### config.mk
export PLATFORM = sky130hd
export DESIGN_NAME = link_autoneg
export DESIGN_NICKNAME = d
export VERILOG_FILES = /design/src/pkg/link_autoneg_pkg.sv /design/src/pkg/flp_if.sv /design/src/core/link_autoneg.sv /design/src/core/flp_burst_tx.sv
export SDC_FILE = /design/constraint.sdc
export NUM_CORES = 1
export LEC_CHECK = 0
export ABC_AREA = 1
export BUFFER_PORTS_ARGS = -buffer_cell sky130_fd_sc_hd__buf_2
export CELL_PAD_IN_SITES_DETAIL_PLACEMENT = 0
export CELL_PAD_IN_SITES_GLOBAL_PLACEMENT = 1
export CORE_MARGIN = 4
export CORE_UTILIZATION = 47
export CTS_BUF_LIST = sky130_fd_sc_hd__clkbuf_8 sky130_fd_sc_hd__clkbuf_16
export CTS_CLUSTER_DIAMETER = 200
export DETAILED_ROUTE_END_ITERATION = 16
export GPL_TIMING_DRIVEN = 0
export PLACE_DENSITY_LB_ADDON = 0.1
export SYNTH_ARGS = -nofsm -noshare
export SYNTH_HDL_FRONTEND = slang
export SYNTH_SLANG_ARGS = --single-unit
### constraint.sdc
create_clock -name clk_in -period 4.49 [get_ports clk_in]
set_input_delay 0 -clock clk_in [delete_from_list [all_inputs] [get_ports clk_in]]
set_output_delay 0 -clock clk_in [all_outputs]
set_load 0.02 [all_outputs]
### src/pkg/link_autoneg_pkg.sv
// Constants, types and register map of the link negotiation block.
`default_nettype none
package link_autoneg_pkg;

    // ------------------------------------------------------------------
    // Clock and timing
    // ------------------------------------------------------------------
    localparam int CLK_PERIOD_NS = 10;
    localparam int SLOT_NS       = 62500;
    localparam int PD_HOLD_NS    = 10000000;
    localparam int SLOT_CYC      = SLOT_NS / CLK_PERIOD_NS;
    localparam int PD_HOLD_CYC   = (PD_HOLD_NS + CLK_PERIOD_NS - 1)
                                   / CLK_PERIOD_NS;
    localparam int BURST_SLOTS   = 33;
    localparam int GAP_SLOTS     = 256;

    // ------------------------------------------------------------------
    // Register numbers
    // ------------------------------------------------------------------
    localparam logic [4:0] REG_CTRL  = 5'h00;
    localparam logic [4:0] REG_STAT  = 5'h01;
    localparam logic [4:0] REG_ADV   = 5'h04;
    localparam logic [4:0] REG_LPA   = 5'h05;
    localparam logic [4:0] REG_EXP   = 5'h06;
    localparam logic [4:0] REG_QSTAT = 5'h11;
    localparam logic [4:0] REG_VSTAT = 5'h13;

    // ------------------------------------------------------------------
    // Field positions and reset values
    // ------------------------------------------------------------------
    localparam int CTRL_RESTART   = 9;
    localparam int CTRL_AN_EN     = 12;
    localparam int STAT_RFAULT    = 4;
    localparam int STAT_COMPLETE  = 5;
    localparam int ABIL_10HD      = 5;
    localparam int ABIL_10FD      = 6;
    localparam int ABIL_100HD     = 7;
    localparam int ABIL_100FD     = 8;
    localparam int ABIL_RFAULT    = 13;
    localparam int EXP_LP_CAPABLE = 0;
    localparam int EXP_PD_FAULT   = 4;
    localparam int QS_RFAULT      = 1;
    localparam int QS_NO_SIGNAL   = 3;
    localparam int QS_COMPLETE    = 4;
    localparam int VS_RFAULT      = 13;

    localparam logic [15:0] ADV_RESET   = 16'h01E1;
    localparam logic        AN_EN_RESET = 1'b1;

    // ------------------------------------------------------------------
    // Types
    // ------------------------------------------------------------------
    typedef enum logic [1:0] {
        ST_IDLE,
        ST_DETECT,
        ST_COMPLETE,
        ST_FAULT
    } an_state_e;

    typedef enum logic [2:0] {
        TECH_NONE,
        TECH_10HD,
        TECH_10FD,
        TECH_100HD,
        TECH_100FD
    } tech_e;

endpackage
`default_nettype wire

### src/pkg/flp_if.sv
// Carrier between the negotiation core and its pulse burst sender.
`timescale 1ns/1ps
`default_nettype none
interface flp_if;
    logic [15:0] word;
    logic        flp_mode;
    logic        pulse;
    logic        active;

    modport src (output word, output flp_mode, input pulse, input active);
    modport tx  (input word, input flp_mode, output pulse, output active);
endinterface
`default_nettype wire

### src/core/link_autoneg.sv
// Link negotiation core: ability exchange, parallel detection, faults.
//
// Notes on behaviour
// - Every burst carries the content of the advertisement register.
// - While negotiating, bursts with the advertisement word replace idle pulses.
// - Partner words decoded from bursts are stored in the partner register.
// - Pick best common mode: 100 full, T4 never, 100 half, 10 full, 10 half.
// - On completion set complete bit in status and consolidated status.
// - After success enable only the chosen technology, others off.
// - With no burst answer, classify the incoming signal instead.
// - Parallel detection clears the partner capable bit.
// - Parallel detection sets partner bit 5 or 7 for detected mode.
// - Parallel detection sets complete and enables detected mode only, on the same clock edge.
// - Idle pulses only means a 10 half duplex partner.
// - Scrambled idles mean a non negotiating 100 half duplex partner.
// - A burst answer sets the partner capable bit.
// - No receive signal sets the no signal bit.
// - Several indications at once: no technology and fault bit set.
// - Partner remote fault shows in status, partner, consolidated, vendor.
// - A local fault sets advertised remote fault and sends it.
// - Link failure, restart write or enable toggle restarts negotiation.
// - Any reset returns the negotiation machine to idle.
`timescale 1ns/1ps
`default_nettype none
module link_autoneg
    import link_autoneg_pkg::*;
#(
    parameter int SLOT_LEN = SLOT_CYC,
    parameter int GAP_LEN  = GAP_SLOTS,
    parameter int PD_HOLD  = PD_HOLD_CYC
) (
    input  wire logic        clk_in,
    input  wire logic        rstn_in,
    input  wire logic [4:0]  reg_addr_in,
    input  wire logic [15:0] reg_wdata_in,
    input  wire logic        reg_wr_in,
    input  wire logic        reg_rd_in,
    output logic      [15:0] reg_rdata_out,
    input  wire logic        rx_flp_in,
    input  wire logic        rx_word_valid_in,
    input  wire logic [15:0] rx_word_in,
    input  wire logic        rx_nlp_in,
    input  wire logic        rx_idle100_in,
    input  wire logic        link_fail_in,
    input  wire logic        local_fault_in,
    output logic             link_pulse_out,
    output logic             flp_mode_out,
    output logic             an_complete_out,
    output logic             en_100tx_out,
    output logic             en_10t_out,
    output logic             full_duplex_out
);
    localparam int PW = $clog2(PD_HOLD + 1);

    an_state_e     state;
    an_state_e     next_state;
    tech_e         tech;
    tech_e         next_tech;
    logic          an_en;
    logic [15:0]   adv;
    logic [15:0]   lpa;
    logic          partner_negotiation_capable;
    logic          pd_fault;
    logic          no_signal;
    logic [PW-1:0] pd_cnt;
    logic [15:0]   rd_mux;
    flp_if         burst ();

    // ------------------------------------------------------------------
    // Priority resolution
    // ------------------------------------------------------------------
    function automatic tech_e resolve(input logic [15:0] a,
                                      input logic [15:0] b);
        logic [15:0] c;
        c = a & b;
        // The T4 ability is never tested here, so it can never win.
        if (c[ABIL_100FD]) begin
            return TECH_100FD;
        end else if (c[ABIL_100HD]) begin
            return TECH_100HD;
        end else if (c[ABIL_10FD]) begin
            return TECH_10FD;
        end else if (c[ABIL_10HD]) begin
            return TECH_10HD;
        end
        return TECH_NONE;
    endfunction

    // ------------------------------------------------------------------
    // Decoding
    // ------------------------------------------------------------------
    wire wr_ctrl  = reg_wr_in && (reg_addr_in == REG_CTRL);
    wire wr_adv   = reg_wr_in && (reg_addr_in == REG_ADV);
    wire rd_exp   = reg_rd_in && (reg_addr_in == REG_EXP);
    wire restart  = wr_ctrl && reg_wdata_in[CTRL_RESTART];
    wire detect   = (state == ST_DETECT);
    wire multi    = (rx_flp_in && (rx_nlp_in || rx_idle100_in))
                    || (rx_nlp_in && rx_idle100_in);
    wire sig_now  = rx_flp_in || rx_nlp_in || rx_idle100_in;
    wire word_ok  = detect && rx_flp_in && rx_word_valid_in && !multi;
    wire pd_only  = !rx_flp_in && !multi && (rx_nlp_in || rx_idle100_in);
    wire pd_run   = detect && pd_only;
    wire pd_done  = pd_run && (pd_cnt == PW'(PD_HOLD - 1));
    wire [15:0] pd_lpa = rx_nlp_in ? 16'(16'h0001 << ABIL_10HD)
                                   : 16'(16'h0001 << ABIL_100HD);
    wire [15:0] new_lpa = word_ok ? rx_word_in : pd_lpa;
    wire tech_e cand    = resolve(adv, new_lpa);
    wire rfault = lpa[ABIL_RFAULT];

    // ------------------------------------------------------------------
    // Negotiation state machine
    // ------------------------------------------------------------------
    always_comb begin
        next_state = state;
        case (state)
            ST_IDLE: begin
                if (an_en) begin
                    next_state = ST_DETECT;
                end
            end
            ST_DETECT: begin
                if (multi) begin
                    next_state = ST_FAULT;
                end else if (word_ok || pd_done) begin
                    next_state = ST_COMPLETE;
                end
            end
            ST_COMPLETE: begin
                if (multi) begin
                    next_state = ST_FAULT;
                end else if (no_signal) begin
                    next_state = ST_DETECT;
                end
            end
            ST_FAULT: begin
                if (!multi) begin
                    next_state = ST_DETECT;
                end
            end
            default: begin
                next_state = ST_IDLE;
            end
        endcase
        if (!an_en || link_fail_in || restart) begin
            next_state = ST_IDLE;
        end
    end

    always_comb begin
        next_tech = TECH_NONE;
        if (next_state == ST_COMPLETE) begin
            next_tech = (state == ST_COMPLETE) ? tech : cand;
        end
    end

    always_ff @(posedge clk_in or negedge rstn_in) begin
        if (!rstn_in) begin
            state <= ST_IDLE;
            tech  <= TECH_NONE;
        end else begin
            state <= next_state;
            tech  <= next_tech;
        end
    end

    always_ff @(posedge clk_in or negedge rstn_in) begin
        if (!rstn_in) begin
            pd_cnt <= '0;
        end else begin
            pd_cnt <= (pd_run && !pd_done) ? PW'(pd_cnt + 1'b1) : '0;
        end
    end

    // ------------------------------------------------------------------
    // Partner data and status bits
    // ------------------------------------------------------------------
    always_ff @(posedge clk_in or negedge rstn_in) begin
        if (!rstn_in) begin
            lpa                         <= '0;
            partner_negotiation_capable <= 1'b0;
            pd_fault                    <= 1'b0;
            no_signal                   <= 1'b0;
        end else begin
            if (word_ok) begin
                lpa                         <= rx_word_in;
                partner_negotiation_capable <= 1'b1;
            end else if (pd_done) begin
                lpa                         <= pd_lpa;
                partner_negotiation_capable <= 1'b0;
            end
            if (rd_exp) begin
                pd_fault <= 1'b0;
            end
            if (multi && (detect || state == ST_COMPLETE)) begin
                pd_fault <= 1'b1;
            end
            no_signal <= !sig_now;
        end
    end

    // ------------------------------------------------------------------
    // Software registers
    // ------------------------------------------------------------------
    always_ff @(posedge clk_in or negedge rstn_in) begin
        if (!rstn_in) begin
            an_en <= AN_EN_RESET;
            adv   <= ADV_RESET;
        end else begin
            if (wr_ctrl) begin
                an_en <= reg_wdata_in[CTRL_AN_EN];
            end
            if (wr_adv) begin
                adv <= reg_wdata_in;
            end
            if (local_fault_in) begin
                adv[ABIL_RFAULT] <= 1'b1;
            end
        end
    end

    always_comb begin
        rd_mux = '0;
        case (reg_addr_in)
            REG_CTRL:  rd_mux[CTRL_AN_EN] = an_en;
            REG_STAT: begin
                rd_mux[STAT_COMPLETE] = an_complete_out;
                rd_mux[STAT_RFAULT]   = rfault;
            end
            REG_ADV:   rd_mux = adv;
            REG_LPA:   rd_mux = lpa;
            REG_EXP: begin
                rd_mux[EXP_LP_CAPABLE] = partner_negotiation_capable;
                rd_mux[EXP_PD_FAULT]   = pd_fault;
            end
            REG_QSTAT: begin
                rd_mux[QS_COMPLETE]  = an_complete_out;
                rd_mux[QS_NO_SIGNAL] = no_signal;
                rd_mux[QS_RFAULT]    = rfault;
            end
            REG_VSTAT: rd_mux[VS_RFAULT] = rfault;
            default:   rd_mux = '0;
        endcase
    end

    always_ff @(posedge clk_in or negedge rstn_in) begin
        if (!rstn_in) begin
            reg_rdata_out <= '0;
        end else if (reg_rd_in) begin
            reg_rdata_out <= rd_mux;
        end else begin
            reg_rdata_out <= '0;
        end
    end

    // ------------------------------------------------------------------
    // Burst sender and outputs
    // ------------------------------------------------------------------
    assign burst.word     = adv;
    assign burst.flp_mode = detect;

    flp_burst_tx #(
        .SLOT_LEN (SLOT_LEN),
        .GAP_LEN  (GAP_LEN)
    ) u_burst (
        .clk_in  (clk_in),
        .rstn_in (rstn_in),
        .link    (burst)
    );

    assign link_pulse_out  = burst.pulse;
    assign flp_mode_out    = detect;
    assign an_complete_out = (state == ST_COMPLETE);
    assign en_100tx_out    = (tech == TECH_100FD) || (tech == TECH_100HD);
    assign en_10t_out      = (tech == TECH_10FD) || (tech == TECH_10HD);
    assign full_duplex_out = (tech == TECH_100FD) || (tech == TECH_10FD);
endmodule
`default_nettype wire

### src/core/flp_burst_tx.sv
// Pulse burst sender: fast pulse bursts or single idle pulses.
`timescale 1ns/1ps
`default_nettype none
module flp_burst_tx
    import link_autoneg_pkg::*;
#(
    parameter int SLOT_LEN = SLOT_CYC,
    parameter int GAP_LEN  = GAP_SLOTS
) (
    input  wire logic clk_in,
    input  wire logic rstn_in,
    flp_if.tx         link
);
    localparam int DW = $clog2(SLOT_LEN + 1);
    localparam int SW = $clog2(GAP_LEN + 1);

    logic [DW-1:0] div_cnt;
    logic [SW-1:0] slot_idx;
    logic [15:0]   shreg;
    logic          pulse;
    logic          active;

    // ------------------------------------------------------------------
    // Slot timing
    // ------------------------------------------------------------------
    wire slot_en   = (div_cnt == DW'(SLOT_LEN - 1));
    wire last_slot = (slot_idx == SW'(GAP_LEN - 1));
    wire in_burst  = (slot_idx < SW'(BURST_SLOTS));
    wire data_slot = in_burst && slot_idx[0];
    wire first     = (slot_idx == '0);
    // Even slots carry clock pulses, odd slots a pulse only for a one bit.
    wire fire      = slot_en && (link.flp_mode ?
                     (in_burst && (!slot_idx[0] || shreg[0])) : first);

    always_ff @(posedge clk_in or negedge rstn_in) begin
        if (!rstn_in) begin
            div_cnt  <= '0;
            slot_idx <= '0;
        end else begin
            div_cnt  <= slot_en ? '0 : DW'(div_cnt + 1'b1);
            if (slot_en) begin
                slot_idx <= last_slot ? '0 : SW'(slot_idx + 1'b1);
            end
        end
    end

    // ------------------------------------------------------------------
    // Word shifting, least significant bit first
    // ------------------------------------------------------------------
    always_ff @(posedge clk_in or negedge rstn_in) begin
        if (!rstn_in) begin
            shreg  <= '0;
            pulse  <= 1'b0;
            active <= 1'b0;
        end else begin
            if (slot_en && first) begin
                shreg <= link.word;
            end else if (slot_en && data_slot) begin
                shreg <= {1'b0, shreg[15:1]};
            end
            pulse  <= fire;
            active <= link.flp_mode && in_burst;
        end
    end

    assign link.pulse  = pulse;
    assign link.active = active;
endmodule
`default_nettype wire

==> results by group, run 1 <==
Logic synthesis
  – Post-synthesis cell type count: 46
  – Post-synthesis xor/xnor area fraction: 2.14%
  – Primary FF master, synth: dfrtp_1
  – Synth Register Bits: 116
  – Synth Area in Compound Gates: 10.7%
  – Mux cell area share after synthesis: 0.196%
  – Synth Area in Adders: 2.18%
  – Asr flop ratio synth: 100%
  – Net Count, Synth: 746
  – Synth Area in Simple Gates: 25.9%
  – Number of synthesized flops with an enable pin: 0
  – Sequential share of the synthesized area: 50.7%
  – Mapped cell area: 5740 µm²
  – Yosys warnings: 0
  – Largest family of logic cells by synthesized area: simple AND/OR/NAND/NOR gates
  – Syn_area_per_cell: 8.33 µm²
  – Post-synthesis cell count: 689

Pwr
  – Internal power: 2280 µW
  – Net Sw Frac: 23.8%
  – Total power: 2990 µW
  – Seq pwr share: 41.2%
  – Power Density: 406 nW/µm²
  – Pleak: 0.00362 µW
  – Sw Pwr: 712 µW
  – Clock power frac: 48.7%
  – Combinational Power Share: 10.1%
  – Worst vdd ir: 0.000295 V

Worst setup path
  – CP most frequent cell: nand2_1
  – Critical Path AT: 2780 ps
  – Worst setup SP type: flip-flop
  – CP max stage delay: 560 ps
  – CP Max Fanout: 10
  – Crit end category: flip-flop
  – Critical path class: reg2reg
  – Req. time, crit path: 4830 ps
  – Slowest stage cell, crit path: dlygate4sd3_1
  – Crit path cell chain: inv_1 > ha_1 > nand3_1 > nor2_4 > nand2_1 > nand2_1 > dlygate4sd3_1 > nand2_1 > o21ai_0

Die
  – I/O pin cnt: 69
  – Die X: 118 µm
  – Standard-cell row count: 40
  – DIE HEIGHT: 118 µm
  – Core area: 12000 µm²
  – Starting density of the core: 48.0%
  – Die area: 14000 µm²

Drt
  – DRT antenna net count: 0
  – 1st-iter DRT viols: 293
  – Number of remaining DRC errors: 0
  – Vias: 4862
  – Post-detailed-route wirelength per cell: 14.0 µm
  – Post-Route WL: 13.7 mm
  – Post-DR vias/cell: 4.97
  – DR pass1 iterations: 6

Global route
  – Initial antenna violation count: 0
  – Vias in the first global route: 4799
  – Largest net degree at the start of global routing: 85
  – Tot GR Track Use: 20.8%
  – Wire length of the first global-routing pass: 23.3 mm
  – Congestion Overflow GR: 0

STA
  – Fin. Hold Viols: 0
  – Final period util: 54.3%
  – Fin crit period: 2440 ps
  – Final setup viols: 0
  – Fmax achieved: 0.410 GHz
  – Slew at the pin closest to its max-slew limit: 564 ps
  – Max-slew headroom: 62.1%
  – Layout Skew: 14.0 ps
  – Setup tns final: 0 ps
  – Pins over their slew limit: 0
  – RSZ-0062 raised after global routing: no

Min path
  – Min-Delay Path Class: in2async

Placed design
  – Routability Congestion: 0.825
  – Post-Place Cells: 905
  – # port buffers: 68
  – HPWL Detailed: 9.93 mm

Final layout
  – Post-route insts no fill: 978
  – Area delta synth->final: 28.1%
  – Fillers: 1029
  – Antenna cell count: 0
  – Nets: 875
  – Layout cells sized above 1: 19.1%
  – Fin util: 61.5%

Clock network
  – CTS Root Cell: clkbuf_16
  – CTS buffer count: 17
  – Worst-case clock buffer depth: 2
  – Worst-path clk slew: 50 ps
  – Clock latency at the later pin of the worst-skew pair: 420 ps
  – Sink Count: 116
  – Post-CTS Setup Bufs: 0
  – CTS H-tree lvls: 4
  – TritonCTS clock tree: done

Flow run
  – Max-cap violations: 0

Status
  – Status: completed
## layer usage
| layer | GRT usage, % | vias to the layer above | wire, µm |
|---|---|---|---|
| met4 | 6.15 | 0 | 138 |
| li1 | - | 2486 | - |
| met3 | 5.45 | 12 | 524 |
| met2 | 32.8 | 80 | 6600 |
| met1 | 28.4 | 2284 | 6470 |
| met5 | 0 | - | 0 |
## state kept, by name, indices dropped and copies added, names as in the netlist
signal and flops:
state 2, tech 3, u_burst.link.pulse 1, u_burst.div_cnt 13, adv 16, u_burst.shreg 16, u_burst.slot_idx 9, an_en 1
reg_rdata_out 16, lpa 16, pd_fault 1, pd_cnt 20, no_signal 1, partner_negotiation_capable 1
## worst max-delay path: cells and delay by family (launching register included)
kind | cells | cell delay, ps
AO/OA/AOI/OAI | 1 | 70
adder cells (fa/ha/maj) | 1 | 420
buffers and inverters | 2 | 700
flip-flops | 1 | 460
AND/OR/NAND/NOR | 5 | 710
## power by group through the flow
stage               sequential, µW  combinational [µW]  clock (µW)
global placement              1240                 267           0
finish                        1230                 302        1460
detailed placement            1250                 276           0
global route                  1240                 344        1540
CTS                           1230                 305        1480
floorplan                     1220                 169           0
## synthesized netlist by cell type (2+ instances only)
cell / count / share of area, %
or2_2: 2 / 0.22
nor2_4: 4 / 0.78
o21ai_1: 3 / 0.26
nand3_1: 35 / 3.1
buf_6: 2 / 0.39
o211ai_1: 7 / 0.92
clkbuf_1: 3 / 0.20
nand2_2: 3 / 0.33
nand4_1: 13 / 1.4
a21oi_2: 2 / 0.31
ha_1: 10 / 2.2
nand3_4: 3 / 0.92
nor2_2: 4 / 0.44
nor2_1: 61 / 4.0
xor2_1: 14 / 2.1
o221ai_1: 4 / 0.61
buf_2: 6 / 0.52
inv_1: 88 / 5.8
nor3_2: 4 / 0.70
a211oi_1: 2 / 0.26
o21ai_0: 40 / 3.5
nor4_1: 6 / 0.65
a22oi_1: 7 / 0.92
buf_4: 2 / 0.26
inv_2: 14 / 0.92
o22ai_1: 4 / 0.44
dfstp_2: 6 / 2.7
nor3_1: 10 / 0.87
dfrtp_1: 110 / 48
nand2_1: 174 / 11
a21oi_1: 31 / 2.7
## metrics by stage
step	cell area (µm²)	hold WS [ps]	setup slack (ps)
2_1_floorplan	5740	-296	2510
3_3_place_gp	6260	176	1990
3_5_place_dp	6300	-94.4	2220
4_1_cts	7350	32.0	2100
5_1_grt	7350	69.1	1890
6_report	7350	45.8	2050
## cell families (layout without fill, tap and decap cells)
family | count (synthesis) | count (layout)
AOI/OAI and AO/OA | 105 | 105
buffers and inverters | 117 | 259
and+or+nand+nor | 326 | 326
muxes | 1 | 1
xor gates and xnor gates | 14 | 14
DFF | 116 | 116
adders and majority gates | 10 | 10
## area by class of cell
type                            instances  area (µm²)  area share [%]
Sequential cell                       116        2910            39.6
Clock inverter                         10         151            2.06
Buffer                                 13        78.8            1.07
Timing Repair Buffer                  110         785            10.7
Inverter                              104         392            5.33
Clock buffer                           22         494            6.72
Multi-Input combinational cell        456        2360            32.1
Tap cell                              147         184            2.50
## placed cells by master, fill, tap and decap left out, types with 13 or more instances in the layout
cell           Yosys  final
dfrtp_1          110    110
inv_2             14     14
nand3_1           35     35
buf_2              6     73
dlygate4sd3_1      0     41
inv_1             88     89
xor2_1            14     14
nor2_1            61     61
nand4_1           13     13
o21ai_0           40     40
a21oi_1           31     31
nand2_1          174    174
clkbuf_16          0     17
## repair_timing
action | 4_1_cts | 5_1_grt
hold endpoints to repair | 155 | 0
hold buffers | 41 | 0
gates resized for setup | 0 | 0
## path summary, 6_finish.rpt
| check | slack [ps] | endpoint | cells past startpoint | startpoint |
|---|---|---|---|---|
| worst max-delay path | 2050 | lpa[5]$_DFFE_PN0P_ | 9 | state[1]$_DFF_PN0_ |
| worst min-delay path | 50 | u_burst.slot_idx[3]$_DFFE_PN0N_ | 2 | rstn_in |
| worst max register to register | 2050 | lpa[5]$_DFFE_PN0P_ | 9 | state[1]$_DFF_PN0_ |
| worst min register to register | 490 | adv[0]$_DFFE_PN1P_ | 2 | adv[0]$_DFFE_PN1P_ |
| max in group asynchronous | 3720 | an_en$_DFFE_PN1P_ | 3 | rstn_in |
| min in group clk_in | 50 | pd_fault$_DFFE_PN0P_ | 5 | reg_addr_in[0] |
Note: power is estimated with default switching activity, not from simulation.
==> run 2, diff against run 1 <==
--- a/config.mk
+++ b/config.mk
@@ -5,12 +5,12 @@
 export SDC_FILE = /design/constraint.sdc
 export NUM_CORES = 1
 export LEC_CHECK = 0
-export ABC_AREA = 1
+export ABC_AREA = 0
 export BUFFER_PORTS_ARGS = -buffer_cell sky130_fd_sc_hd__buf_2
 export CELL_PAD_IN_SITES_DETAIL_PLACEMENT = 0
 export CELL_PAD_IN_SITES_GLOBAL_PLACEMENT = 1
 export CORE_MARGIN = 4
-export CORE_UTILIZATION = 47
+export CORE_UTILIZATION = 42
 export CTS_BUF_LIST = sky130_fd_sc_hd__clkbuf_8 sky130_fd_sc_hd__clkbuf_16
 export CTS_CLUSTER_DIAMETER = 200
 export DETAILED_ROUTE_END_ITERATION = 16
==> constraint.sdc (replaced) <==
create_clock -name clk_in -period 2.15 [get_ports clk_in]
set_input_delay 0 -clock clk_in [delete_from_list [all_inputs] [get_ports clk_in]]
set_output_delay 0 -clock clk_in [all_outputs]
set_load 0.02 [all_outputs]
==> run 2 against run 1 <==
Against the previous run: wire length increased by 3.8%; sequential cell count unchanged; critical path depth fell by 2.
==> results by group, run 2 <==
Logic synthesis
  – Mapped cell area: 5640 µm²
  – Area leader, netlist: dfrtp_1
  – Number of synthesized flops with an enable pin: 0
  – Primary FF master, synth: dfrtp_1
  – Syn_area_per_cell: 11.1 µm²
  – Net Count, Synth: 563
  – Sequential share of the synthesized area: 51.6%
  – Synth top cells by count: dfrtp_1 (110), nor2_1 (32), nand2_1 (28)
  – Top cells by area, synth: dfrtp_1 (49%), mux2_2 (4.6%), dfstp_2 (2.8%)
  – Yosys warnings: 0
  – Synth Register Bits: 116
  – Post-synth top area share: 48.8%
  – Post-synthesis cell type count: 62
  – Asr flop ratio synth: 100%
  – Post-synthesis cell count: 506
  – Count leader, synth: dfrtp_1

Drt
  – Vias: 4480
  – Post-detailed-route wirelength per cell: 17.2 µm
  – Post-Route WL: 14.2 mm
  – Number of remaining DRC errors: 0
  – Post-DR vias/cell: 5.41
  – DRT antenna net count: 0
  – 1st-iter DRT viols: 328
  – DR pass1 iterations: 4

Global route
  – Tot GR Track Use: 19.5%
  – Initial antenna violation count: 0
  – Largest net degree at the start of global routing: 82
  – Congestion Overflow GR: 0
  – Vias in the first global route: 4572
  – Wire length of the first global-routing pass: 23.0 mm

Final layout
  – Antenna cell count: 0
  – Most frequent cells in the layout: dfrtp_1 (106), buf_2 (69), dlygate4sd3_1 (42)
  – Post-route insts no fill: 828
  – Layout cells sized above 1: 27.9%
  – Area delta synth->final: 31.2%
  – Register area: 2920 µm²
  – Commonest non-fill, non-tap cell in the layout: dfrtp_1
  – Multi-input gate area: 2640 µm²
  – Number of flip-flops in the largest register: 20
  – Fin util: 56.1%
  – Nets: 696
  – Biggest register: pd_cnt
  – Fillers: 1165

Min path
  – Min-Delay Path Class: in2reg

Worst setup path
  – Worst setup SP type: flip-flop
  – Critical Path AT: 2380 ps
  – Critical path class: reg2reg
  – Req. time, crit path: 2480 ps
  – CP Max Fanout: 5
  – Crit end category: flip-flop

Flow run
  – Max-cap violations: 0

Placed design
  – HPWL Detailed: 9.72 mm
  – Routability Congestion: 0.829
  – # port buffers: 67
  – Post-Place Cells: 750

Die
  – DIE HEIGHT: 124 µm
  – I/O pin cnt: 69
  – Standard-cell row count: 42
  – Core area: 13200 µm²
  – Starting density of the core: 42.8%
  – Die area: 15300 µm²
  – Die X: 124 µm

Pwr
  – Pleak: 0.00325 µW
  – Worst vdd ir: 0.000522 V
  – Power Density: 776 nW/µm²

Clock network
  – Worst-case clock buffer depth: 2
  – Sink Count: 116
  – CTS Root Cell: clkbuf_16
  – CTS H-tree lvls: 4
  – CTS buffer count: 17
  – TritonCTS clock tree: done
  – Worst-path clk slew: 50 ps
  – Clock latency at the later pin of the worst-skew pair: 410 ps

STA
  – Fin. Hold Viols: 0
  – Fin crit period: 2050 ps
  – Layout Skew: 5.80 ps
  – Max-slew headroom: 38.5%
  – Slew at the pin closest to its max-slew limit: 911 ps
  – Final period util: 95.3%
  – Pins over their slew limit: 0
  – Final setup viols: 0
  – Fmax achieved: 0.488 GHz

Status
  – Status: completed
-- run 2: cell types whose count changed after synthesis, sizes merged, moves of 18 or more --
cell   change
nand3     -21
inv       -89
nand2    -150
a22o      +18
o21ai     -28
mux2      +22
nor2      -37
a21oi     -21
-- run 2: metrics by stage --
step           setup WS [ps]  power, µW  instance area [µm²]  hold slack, ps  TNS, ps
5_1_grt                -26.9       5970                 7400            37.2    -26.9
4_1_cts                 10.1       5790                 7330            18.1        0
2_1_floorplan           7.36       2680                 5670            -296        0
3_5_place_dp            -384       2900                 6250           -83.8   -10430
6_report                 101       5740                 7400            37.8        0
3_3_place_gp            -543       2880                 6220             203   -48350
-- run 2: worst max-delay path, cell delays in order, from the launching register on --
cell and delay, ps:
dfrtp_2 420, inv_4 80, ha_1 160, or4b_4 520, a2111oi_4 300, buf_4 200, buf_4 140, a2bb2oi_1 160
-- run 2: metal layers --
layer  GRT usage (%)  part of all wire [%]  vias up
met1            25.2                    45     2184
met5               0                     0        -
met2            30.7                    47      114
met3            4.63                   4.9       28
li1                -                     -     2154
met4            9.76                   3.2        0
-- run 2: kinds of logic (layout without fill, tap and decap cells) --
| kind of cell | Yosys count | in the layout | synth area share (%) |
|---|---|---|---|
| buf+inv | 39 | 185 | 3.15 |
| flops | 116 | 116 | 51.6 |
| fa+ha+maj | 11 | 11 | 2.40 |
| mux | 24 | 24 | 4.77 |
| simple gates | 173 | 173 | 17.4 |
| xor+xnor | 27 | 27 | 4.19 |
| compound gates | 116 | 116 | 16.5 |
-- run 2: final timing paths --
| path | to | slack, ps | cells past startpoint | start |
|---|---|---|---|---|
| worst min-delay path | lpa[7]$_DFFE_PN0P_ | 40 | 3 | rx_nlp_in |
| max in group asynchronous | adv[6]$_DFFE_PN1P_ | 1330 | 3 | rstn_in |
| worst max register to register | u_burst.shreg[1]$_DFFE_PN0P_ | 100 | 7 | u_burst.slot_idx[0]$_DFFE_PN0N_ |
| worst max-delay path | u_burst.shreg[1]$_DFFE_PN0P_ | 100 | 7 | u_burst.slot_idx[0]$_DFFE_PN0N_ |
| min in group asynchronous | state[1]$_DFF_PN0_ | 50 | 2 | rstn_in |
| worst min register to register | pd_cnt[0]$_DFF_PN0_ | 480 | 1 | pd_cnt[0]$_DFF_PN0_ |
-- run 2: area by class of cell --
type	instances	share of cell area, %
multi-input cells	351	35.7
clock inverters	15	2.23
plain buffers	20	1.56
flip-flops and latches	116	39.4
inverters	13	0.693
repair buffers	120	11.7
clock buffers	17	5.75
well taps	176	2.98
-- run 2: power by group --
group | internal [µW] | switching [µW]
registers | 2320 | 121
clock network | 1800 | 1010
logic | 259 | 230
total | 4380 | 1360
-- run 2: timing repair --
action,CTS,global route
buffers inserted,5,4
gates cloned,1,0
hold buffers,42,0
setup endpoints to repair,46,42
hold endpoints to repair,152,0
pin swaps,3,0
resized for setup,12,16
==> run 3, diff against run 2 <==
--- a/config.mk
+++ b/config.mk
@@ -16,6 +16,8 @@
 export DETAILED_ROUTE_END_ITERATION = 16
 export GPL_TIMING_DRIVEN = 0
 export PLACE_DENSITY_LB_ADDON = 0.1
+export REMOVE_ABC_BUFFERS = 1
+export SETUP_SLACK_MARGIN = 0.3
 export SYNTH_ARGS = -nofsm -noshare
 export SYNTH_HDL_FRONTEND = slang
 export SYNTH_SLANG_ARGS = --single-unit
==> run 3 against run 2 <==
Against the previous run: combinational power up 2%; sequential power about the same; fmax increased by 4.3%; sequential cell count unchanged; critical path type unchanged; largest cell class unchanged; largest power group unchanged.
==> results by group, run 3 (synthesis gave the netlist of run 2 again) <==
Drt
  – Vias: 4470
  – Post-Route WL: 14.1 mm
  – Number of remaining DRC errors: 0
  – DRT antenna net count: 0
  – Post-DR vias/cell: 5.42
  – DR pass1 iterations: 5
  – 1st-iter DRT viols: 335
  – Post-detailed-route wirelength per cell: 17.1 µm

Clock network
  – Worst-path clk slew: 50 ps
  – Worst-case clock buffer depth: 2
  – Clock latency at the later pin of the worst-skew pair: 400 ps
  – Sink Count: 116
  – CTS H-tree lvls: 4
  – TritonCTS clock tree: done
  – CTS buffer count: 17
  – CTS Root Cell: clkbuf_16

STA
  – Slew at the pin closest to its max-slew limit: 801 ps
  – Max-slew headroom: 45.9%
  – Fmax achieved: 0.509 GHz
  – Setup WS post-layout: 185 ps
  – RSZ-0062 raised after global routing: yes
  – Fin. Hold Viols: 0
  – Final period util: 91.4%
  – Fin crit period: 1970 ps
  – Final setup viols: 0
  – Layout Skew: 6.78 ps
  – Pins over their slew limit: 0

Die
  – Core area: 13200 µm²
  – Starting density of the core: 42.8%
  – Standard-cell row count: 42
  – I/O pin cnt: 69
  – DIE HEIGHT: 124 µm
  – Die area: 15300 µm²
  – Die X: 124 µm

Pwr
  – Worst vdd ir: 0.000620 V
  – Seq pwr share: 42.0%
  – Internal power: 4480 µW
  – Power Density: 766 nW/µm²
  – Sw Pwr: 1310 µW
  – Net Sw Frac: 22.7%
  – Pleak: 0.00333 µW
  – Clock power frac: 49.3%
  – Total power: 5800 µW
  – Combinational Power Share: 8.6%

Flow run
  – Max-cap violations: 0

Status
  – Status: completed

Worst setup path
  – Req. time, crit path: 2480 ps
  – Reg-to-Reg Start: u_burst.slot_idx[0]$_DFFE_PN0N_
  – Worst setup SP type: flip-flop
  – Reg2reg setup slack: 180 ps
  – Critical Path AT: 2300 ps
  – Worst-case reg-to-reg path depth: 6
  – CP delay by family, top: compound AO/OA/AOI/OAI gates
  – Crit path cell chain: inv_4 > ha_4 > or4b_4 > a2111oi_4 > buf_4 > a2bb2oi_2
  – R2R Path End: u_burst.shreg[9]$_DFFE_PN0P_
  – WP buf/inv: 2
  – Crit end category: flip-flop
  – CP Max Fanout: 5
  – Critical path class: reg2reg
  – CP max stage delay: 480 ps
  – Slowest stage cell, crit path: or4b_4

Placed design
  – Dpl ws: -1140 ps
  – Post-Place Cells: 725
  – # port buffers: 68
  – Area post-placement: 6110 µm²
  – HPWL Detailed: 8.80 mm
  – Routability Congestion: 0.806

Min path
  – Hold Startpoint: rx_idle100_in
  – Hold path endpoint: pd_cnt[4]$_DFF_PN0_
  – Hold Path Depth: 3
  – Min-Delay Path Class: in2reg

Final layout
  – Post-route insts no fill: 825
  – Antenna cell count: 0
  – Area delta synth->final: 34.2%
  – Nets: 693
  – Number of flip-flops in the largest register: 20
  – Biggest register: pd_cnt
  – Final instance area: 7570 µm²
  – Most frequent cells in the layout: dfrtp_1 (106), buf_2 (67), dlygate4sd3_1 (41)
  – Layout cells sized above 1: 32.2%
  – Commonest non-fill, non-tap cell in the layout: dfrtp_1

Global route
  – Vias in the first global route: 4438
  – Tot GR Track Use: 19.1%
  – Initial antenna violation count: 0
  – Congestion Overflow GR: 0
  – Largest net degree at the start of global routing: 87
  – Wire length of the first global-routing pass: 22.7 mm
==> run 3: layer usage <==
layer  GRT usage [%]  share of wire (%)
met2            29.4                 47
met1            26.0                 47
met4            7.34                1.6
met5               0                  0
met3            4.59                4.5
==> run 3: how the worst max path moves through the flow <==
stage,end,depth (start not counted),from,slack [ps]
after floorplan,lpa[7]$_DFFE_PN0P_,6,state[1]$_DFF_PN0_,-340
after global placement,lpa[7]$_DFFE_PN0P_,6,state[1]$_DFF_PN0_,-1140
after detailed placement,lpa[7]$_DFFE_PN0P_,6,state[1]$_DFF_PN0_,-1140
after CTS,u_burst.shreg[7]$_DFFE_PN0P_,6,u_burst.slot_idx[0]$_DFFE_PN0N_,170
after global routing,tech[0]$_DFFE_PN0P_,4,pd_cnt[6]$_DFF_PN0_,110
final,u_burst.shreg[9]$_DFFE_PN0P_,6,u_burst.slot_idx[0]$_DFFE_PN0N_,180
==> run 3: cell type report <==
class / instances / area, µm²
clock inverter: 12 / 138
sequential: 116 / 2920
fill: 1134 / 5620
multi-input combinational: 351 / 2770
clock buffer: 20 / 467
timing repair buffer: 137 / 1010
tap: 176 / 220
inverter: 13 / 51.3
==> run 3: power groups by stage <==
stage               Sequential (µW)  Combinational, µW  Clock (µW)
floorplan                      2420                238           0
global placement               2470                391           0
detailed placement             2470                407           0
CTS                            2440                495        2920
global route                   2450                552        3020
finish                         2440                501        2860
==> run 3: tightest hold or removal path: stages <==
cell	delay [ps]
buf_2	120
xnor2_1	190
nor3_1	70
==> run 3: repair_timing <==
item / CTS / global route
cloned: 1 / 0
hold buffers: 41 / 0
pin swaps: 6 / 3
endpoints found under the hold margin: 155 / 0
buffers inserted: 18 / 8
resized for setup: 42 / 16
setup endpoints to repair: 66 / 84
==> run 3: through the flow <==
| step | TNS, ps | hold slack [ps] | util, % |
|---|---|---|---|
| after floorplan | -6230 | -296 | - |
| after global placement | -72840 | 200 | 46.0 |
| after detailed placement | -28280 | -91.5 | 46.3 |
| after CTS | 0 | 2.39 | 56.5 |
| after global routing | 0 | 32.9 | 57.4 |
| final | 0 | 17.6 | 57.4 |
